### src/rtl/cci_pkg.sv
// constants and carriers for the clear/complement execution block
package cci_pkg;
   localparam int unsigned CCI_DATA_W = 8;
   localparam int unsigned CCI_ADDR_W = 7;
   localparam int unsigned CCI_INSTR_W = 14;
   // opcode patterns and masks (14-bit instruction word)
   localparam logic [13:0] CCI_FCLR_MASK = 14'h3F80;
   localparam logic [13:0] CCI_FCLR_PAT = 14'h0180;
   localparam logic [13:0] CCI_ACLR_WORD = 14'h0103;
   localparam logic [13:0] CCI_FCOM_MASK = 14'h3F00;
   localparam logic [13:0] CCI_FCOM_PAT = 14'h0900;
   localparam int unsigned CCI_DEST_BIT = 7;
   localparam logic [7:0] CCI_ZERO_BYTE = 8'h00;
   localparam logic CCI_DEST_ACC = 1'b0;

   typedef enum logic [1:0] {
      CCI_OP_NONE = 2'b00,
      CCI_OP_FCLR = 2'b01,
      CCI_OP_ACLR = 2'b10,
      CCI_OP_FCOM = 2'b11
   } cci_op_t;

   // result written back by the block
   typedef struct packed {
      logic file_we;
      logic [6:0] file_addr;
      logic [7:0] file_wdata;
      logic acc_we;
      logic [7:0] acc_wdata;
      logic zero_we;
      logic zero_val;
   } cci_wb_t;
endpackage

### src/rtl/cci_exec.sv
// single-cycle execution of the clear and complement instructions
// What this block does
// - file-clear opcode writes zero to the addressed file register and sets zero flag.
// - accumulator-clear opcode loads zero into the accumulator and sets zero flag.
// - complement opcode inverts the file value; zero flag reflects the inverted result.
// - complement destination bit 0 writes accumulator, bit 1 writes file register.
`timescale 1ns/1ps
module cci_exec
   import cci_pkg::*;
(
   input wire logic CLK,
   input wire logic RESET_N,
   input wire logic INSTR_VALID,
   input wire logic [13:0] INSTR,
   input wire logic [7:0] FILE_RDATA,
   output logic [6:0] FILE_RADDR,
   output logic INSTR_HIT,
   output logic FILE_WE,
   output logic [6:0] FILE_WADDR,
   output logic [7:0] FILE_WDATA,
   output logic ACC_WE,
   output logic [7:0] ACC_WDATA,
   output logic ZERO_WE,
   output logic ZERO_VAL
);
   // operation decoded from the word presented this cycle
   cci_op_t op;
   // registered write-back stage and its next value
   cci_wb_t wb_ff;
   cci_wb_t nxt_wb;
   // candidate write-backs, one for each outcome
   cci_wb_t wb_idle;
   cci_wb_t wb_fclr;
   cci_wb_t wb_aclr;
   cci_wb_t wb_fcom;
   // operand path
   logic [CCI_ADDR_W-1:0] file_sel;
   logic [CCI_DATA_W-1:0] operand;
   wire logic [CCI_DATA_W-1:0] inverted;
   logic dest_bit;
   logic inv_is_zero;
   // opcode matches, each qualified by the valid strobe
   logic hit_fclr;
   logic hit_aclr;
   logic hit_fcom;

   // operand fields of the instruction word
   function automatic logic [CCI_ADDR_W-1:0] addr_field(
      input logic [CCI_INSTR_W-1:0] word
   );
      addr_field = word[CCI_ADDR_W-1:0];
   endfunction

   function automatic logic dest_field(
      input logic [CCI_INSTR_W-1:0] word
   );
      dest_field = word[CCI_DEST_BIT];
   endfunction

   // masked compare shared by the two opcodes that carry a file address
   function automatic logic match_masked(
      input logic [CCI_INSTR_W-1:0] word,
      input logic [CCI_INSTR_W-1:0] mask,
      input logic [CCI_INSTR_W-1:0] pattern
   );
      match_masked = ((word & mask) == pattern);
   endfunction

   // exact compare for the opcode without an operand field
   function automatic logic match_exact(
      input logic [CCI_INSTR_W-1:0] word,
      input logic [CCI_INSTR_W-1:0] pattern
   );
      match_exact = (word == pattern);
   endfunction

   function automatic logic byte_is_zero(
      input logic [CCI_DATA_W-1:0] value
   );
      byte_is_zero = (value == CCI_ZERO_BYTE);
   endfunction

   // patterns are disjoint, so the priority order is only a tie-break
   function automatic cci_op_t encode_op(
      input logic is_fclr,
      input logic is_aclr,
      input logic is_fcom
   );
      if (is_fclr) begin
         encode_op = CCI_OP_FCLR;
      end else if (is_aclr) begin
         encode_op = CCI_OP_ACLR;
      end else if (is_fcom) begin
         encode_op = CCI_OP_FCOM;
      end else begin
         encode_op = CCI_OP_NONE;
      end
   endfunction

   // nothing written; the address still follows the word, which is harmless
   function automatic cci_wb_t build_idle(
      input logic [CCI_ADDR_W-1:0] addr
   );
      cci_wb_t wb;
      wb = '0;
      wb.file_addr = addr;
      build_idle = wb;
   endfunction

   function automatic cci_wb_t build_fclr(
      input logic [CCI_ADDR_W-1:0] addr
   );
      cci_wb_t wb;
      wb = '0;
      wb.file_addr = addr;
      wb.file_we = 1'b1;
      wb.file_wdata = CCI_ZERO_BYTE;
      wb.zero_we = 1'b1;
      wb.zero_val = 1'b1;
      build_fclr = wb;
   endfunction

   function automatic cci_wb_t build_aclr(
      input logic [CCI_ADDR_W-1:0] addr
   );
      cci_wb_t wb;
      wb = '0;
      wb.file_addr = addr;
      wb.acc_we = 1'b1;
      wb.acc_wdata = CCI_ZERO_BYTE;
      wb.zero_we = 1'b1;
      wb.zero_val = 1'b1;
      build_aclr = wb;
   endfunction

   // the file register keeps its value when the result goes to the accumulator
   function automatic cci_wb_t build_fcom(
      input logic [CCI_ADDR_W-1:0] addr,
      input logic dest,
      input logic [CCI_DATA_W-1:0] result,
      input logic result_zero
   );
      cci_wb_t wb;
      wb = '0;
      wb.file_addr = addr;
      if (dest == CCI_DEST_ACC) begin
         wb.acc_we = 1'b1;
         wb.acc_wdata = result;
      end else begin
         wb.file_we = 1'b1;
         wb.file_wdata = result;
      end
      wb.zero_we = 1'b1;
      wb.zero_val = result_zero;
      build_fcom = wb;
   endfunction

   // read address straight off the word so the operand arrives in the same cycle
   assign file_sel = addr_field(INSTR);
   assign FILE_RADDR = file_sel;
   // no forwarding: a complement right after a write to the same register
   // sees the memory as it stands; the core must order such pairs itself
   assign operand = FILE_RDATA;
   assign dest_bit = dest_field(INSTR);

   assign hit_fclr = INSTR_VALID
      && match_masked(INSTR, CCI_FCLR_MASK, CCI_FCLR_PAT);
   assign hit_aclr = INSTR_VALID && match_exact(INSTR, CCI_ACLR_WORD);
   assign hit_fcom = INSTR_VALID
      && match_masked(INSTR, CCI_FCOM_MASK, CCI_FCOM_PAT);
   assign op = encode_op(hit_fclr, hit_aclr, hit_fcom);
   // combinational so the fetch stage never stalls on these words
   assign INSTR_HIT = (op != CCI_OP_NONE);

   genvar bit_idx;
   generate
      for (bit_idx = 0; bit_idx < CCI_DATA_W; bit_idx = bit_idx + 1) begin : g_inv
         assign inverted[bit_idx] = ~operand[bit_idx];
      end
   endgenerate
   assign inv_is_zero = byte_is_zero(inverted);

   assign wb_idle = build_idle(file_sel);
   assign wb_fclr = build_fclr(file_sel);
   assign wb_aclr = build_aclr(file_sel);
   assign wb_fcom = build_fcom(
      file_sel,
      dest_bit,
      inverted,
      inv_is_zero
   );

   always_comb begin
      nxt_wb = wb_idle;
      case (op)
         CCI_OP_FCLR: begin
            nxt_wb = wb_fclr;
         end
         CCI_OP_ACLR: begin
            nxt_wb = wb_aclr;
         end
         CCI_OP_FCOM: begin
            nxt_wb = wb_fcom;
         end
         default: begin
            nxt_wb = wb_idle;
         end
      endcase
   end

   // one registered write-back stage, one cycle per instruction
   always_ff @(posedge CLK) begin
      if (!RESET_N) begin
         wb_ff <= '0;
      end else begin
         wb_ff <= nxt_wb;
      end
   end

   assign FILE_WE = wb_ff.file_we;
   assign FILE_WADDR = wb_ff.file_addr;
   assign FILE_WDATA = wb_ff.file_wdata;
   assign ACC_WE = wb_ff.acc_we;
   assign ACC_WDATA = wb_ff.acc_wdata;
   assign ZERO_WE = wb_ff.zero_we;
   assign ZERO_VAL = wb_ff.zero_val;
endmodule

### config.mk
export PLATFORM = sky130hd
export DESIGN_NAME = cci_exec
export DESIGN_NICKNAME = d
export VERILOG_FILES = /design/src/rtl/cci_pkg.sv /design/src/rtl/cci_exec.sv
export SDC_FILE = /design/constraint.sdc
export NUM_CORES = 1
export LEC_CHECK = 0
export BUFFER_PORTS_ARGS = -buffer_cell sky130_fd_sc_hd__buf_2
export CAP_MARGIN = 20
export CORE_MARGIN = 3
export CORE_UTILIZATION = 45
export CTS_BUF_LIST = sky130_fd_sc_hd__clkbuf_4 sky130_fd_sc_hd__clkbuf_8
export CTS_CLUSTER_SIZE = 8
export DETAILED_ROUTE_END_ITERATION = 16
export HOLD_SLACK_MARGIN = 0.12
export PLACE_DENSITY = 0.86
export SLEW_MARGIN = 20
export SYNTH_ARGS = -nofsm -noshare
export SYNTH_HDL_FRONTEND = slang
export SYNTH_SLANG_ARGS = --single-unit
export TNS_END_PERCENT = 100
### constraint.sdc
create_clock -name CLK -period 3 [get_ports CLK]
set_input_delay 0.3 -clock CLK [delete_from_list [all_inputs] [get_ports CLK]]
set_output_delay 0.3 -clock CLK [all_outputs]
set_load 0.05 [all_outputs]
==> impl_metrics.json <==
{
  "grt_first_pass_wirelength_um": 3091,
  "synth_top_area_share_pct": 61.89,
  "antenna_found_initial": 0,
  "rsz0062_at_grt": "no",
  "cts_max_level": 1,
  "ant_nets": 0,
  "period_share_pct": 62.42,
  "fin_crit_ns": 1.873,
  "track_usage_pct": 15.96,
  "ys_types": 19,
  "yosysSeqAreaShare_pct": 61.89,
  "layout-drive-gt1-share_pct": 50.38,
  "crit_family": "compound AO/OA/AOI/OAI gates",
  "ir_drop_uv": 256.0,
  "placementRows": 15,
  "root_buffer": "clkbuf_4",
  "slew_violations": 0,
  "io_pins": 60,
  "start_kind": "input pin",
  "drt-initial-drc-count": 11,
  "cts_tree": "yes",
  "status": "complete, no violations",
  "relSlewSlack_pct": 72.35,
  "synth_edf_count": 0,
  "drc": 0,
  "vias": 722,
  "cts_made_buffers": 3,
  "wirelength_um": 1922,
  "grt_pass1_vias": 721,
  "cts.path.max_buffers": 2,
  "synthesis.area_um2": 873.3,
  "p_per_area_nw_per_um2": 522.4,
  "finalInstanceArea_um2": 1155,
  "finalSetupTns_ns": 0,
  "dr.pass1.iters": 4,
  "die_h_um": 50.06,
  "wl_per_cell_um": 12.32,
  "setup_viol": 0,
  "clk_pin_slew_ns": 0.13,
  "post-place-ws_ns": 1.157,
  "cts_sinks": 27,
  "cts_setup_buffers": 0,
  "setup_ws_ns": 1.127,
  "postCtsResizedCells": 0,
  "vias_per_cell": 4.628,
  "cp.arrival_ns": 1.57,
  "netlist_top_cells_count": "dfxtp_1 (27), nor3_1 (9), nor3b_1 (8), buf_4 (7), and2_1 (6)",
  "path_class": "in -> out",
  "ys_warn_count": 0,
  "fmax_mhz": 534.0,
  "avgSynthCellArea_um2": 11.34,
  "hold_buffers": 0,
  "finalHoldViolCount": 0,
  "crit_fanout": 4,
  "coreArea_um2": 1783,
  "synthMostInstantiatedCell": "dfxtp_1",
  "dp_hpwl_um": 1526,
  "place_area_um2": 1125,
  "dieArea_um2": 2506,
  "overflow": 0,
  "multiInputGateArea_um2": 246.5,
  "syn2layout_area_growth_pct": 32.24,
  "grt_max_degree": 21,
  "globalplace.congestion": 0.7435,
  "hp-class": "in -> reg",
  "io_buffers": 59,
  "synth_fp_nets": 102,
  "die_w_um": 50.06,
  "p_leak_uw": 0.0005742,
  "synthFlopType": "dfxtp_1",
  "yosysTopAreaCell": "dfxtp_1",
  "regArea_um2": 540.5,
  "synth.area.top_cells": "dfxtp_1 (62%), nor3b_1 (6.9%), buf_4 (6.0%)",
  "tightest_slew_ns": 0.4094,
  "crit_required_ns": 2.70,
  "initial_utilization_pct": 48.98,
  "ys_ff_latch": 27,
  "crit_buf_inv": 2,
  "cap_violations": 0,
  "antenna_cells": 0,
  "max_stage_delay_ns": 0.32,
  "path_common_cell": "buf_2",
  "cp_cell_sequence": "buf_2 > nor4_1 > a41oi_1 > a211oi_1 > buf_2",
  "nNetsFinal": 157,
  "crit_path_end_kind": "output port",
  "critPathSlowestCell": "nor4_1",
  "synthArstFlopShare_pct": 0,
  "synthCells": 77,
  "final.fill_count": 156
}
cells in the final DEF (no fill, tap or decap):
cell / synthesis / final
a21oi_1: 1 / 1
a211oi_2: 1 / 1
nor3b_1: 8 / 8
nand2_1: 2 / 2
o21a_1: 1 / 1
or4_4: 1 / 1
nor2b_1: 1 / 1
nand4_1: 2 / 2
nor2_1: 2 / 2
nor4_1: 1 / 1
a211oi_1: 1 / 1
clkbuf_4: 0 / 4
a41oi_1: 1 / 1
dfxtp_1: 27 / 27
and2_1: 6 / 6
buf_2: 0 / 59
inv_1: 3 / 3
nor3_1: 9 / 9
or3_4: 1 / 1
worst paths after layout:
check	start	slack (ns)	depth (start not counted)	to
worst max-delay path	INSTR[2]	1.13	5	INSTR_HIT
worst min-delay path	FILE_RDATA[5]	0.17	2	FILE_WDATA[5]
layer usage:
metal  share of wire [%]  up-vias  global-route usage, %
met4                0.73        0                  7.834
met3                 6.7        2                  3.625
met2                  54       30                  27.17
li1                    -      363                      -
met1                  39      327                  18.50
met5                   0        -                      0
power breakdown:
group | switching, uW | internal (uW) | leakage [uW]
logic | 59.9 | 24.8 | 0.000336
clock network | 92.8 | 60.9 | 0.0000184
registers | 1.10 | 364 | 0.000219
total | 154 | 450 | 0.000574
cells by family after synthesis:
family	share of synthesized area, %
AOI/OAI and AO/OA	4.728
DFF	61.89
and+or+nand+nor	23.50
buffers and inverters	9.885
area by class of cell:
type	instances	area share [%]
repair buffers	59	25.57
flip-flops and latches	27	46.80
clock buffers	4	2.600
multi-input cells	38	21.34
inverters	3	0.9751
well taps	25	2.709
registers in the layout, indices dropped and copies added, names as in the netlist:
| name | count |
|---|---|
| ZERO_VAL | 1 |
| ACC_WE | 1 |
| FILE_WDATA | 8 |
| ZERO_WE | 1 |
| ACC_WDATA | 8 |
| FILE_WADDR | 7 |
| FILE_WE | 1 |
through the flow:
stage | cells | utilization [%] | hold WS (ns) | power [uW]
finish | 156 | 64.77 | 0.1712 | 603.3
global route | 156 | 64.77 | 0.1515 | 630.9
CTS | 156 | 64.77 | 0.1604 | 608.3
detailed placement | 152 | 63.09 | 0.5009 | 457.9
global placement | 152 | 63.09 | 0.4997 | 456.6
floorplan | 77 | - | 0.3761 | 430.8
Note: power is estimated with default switching activity, not from simulation.
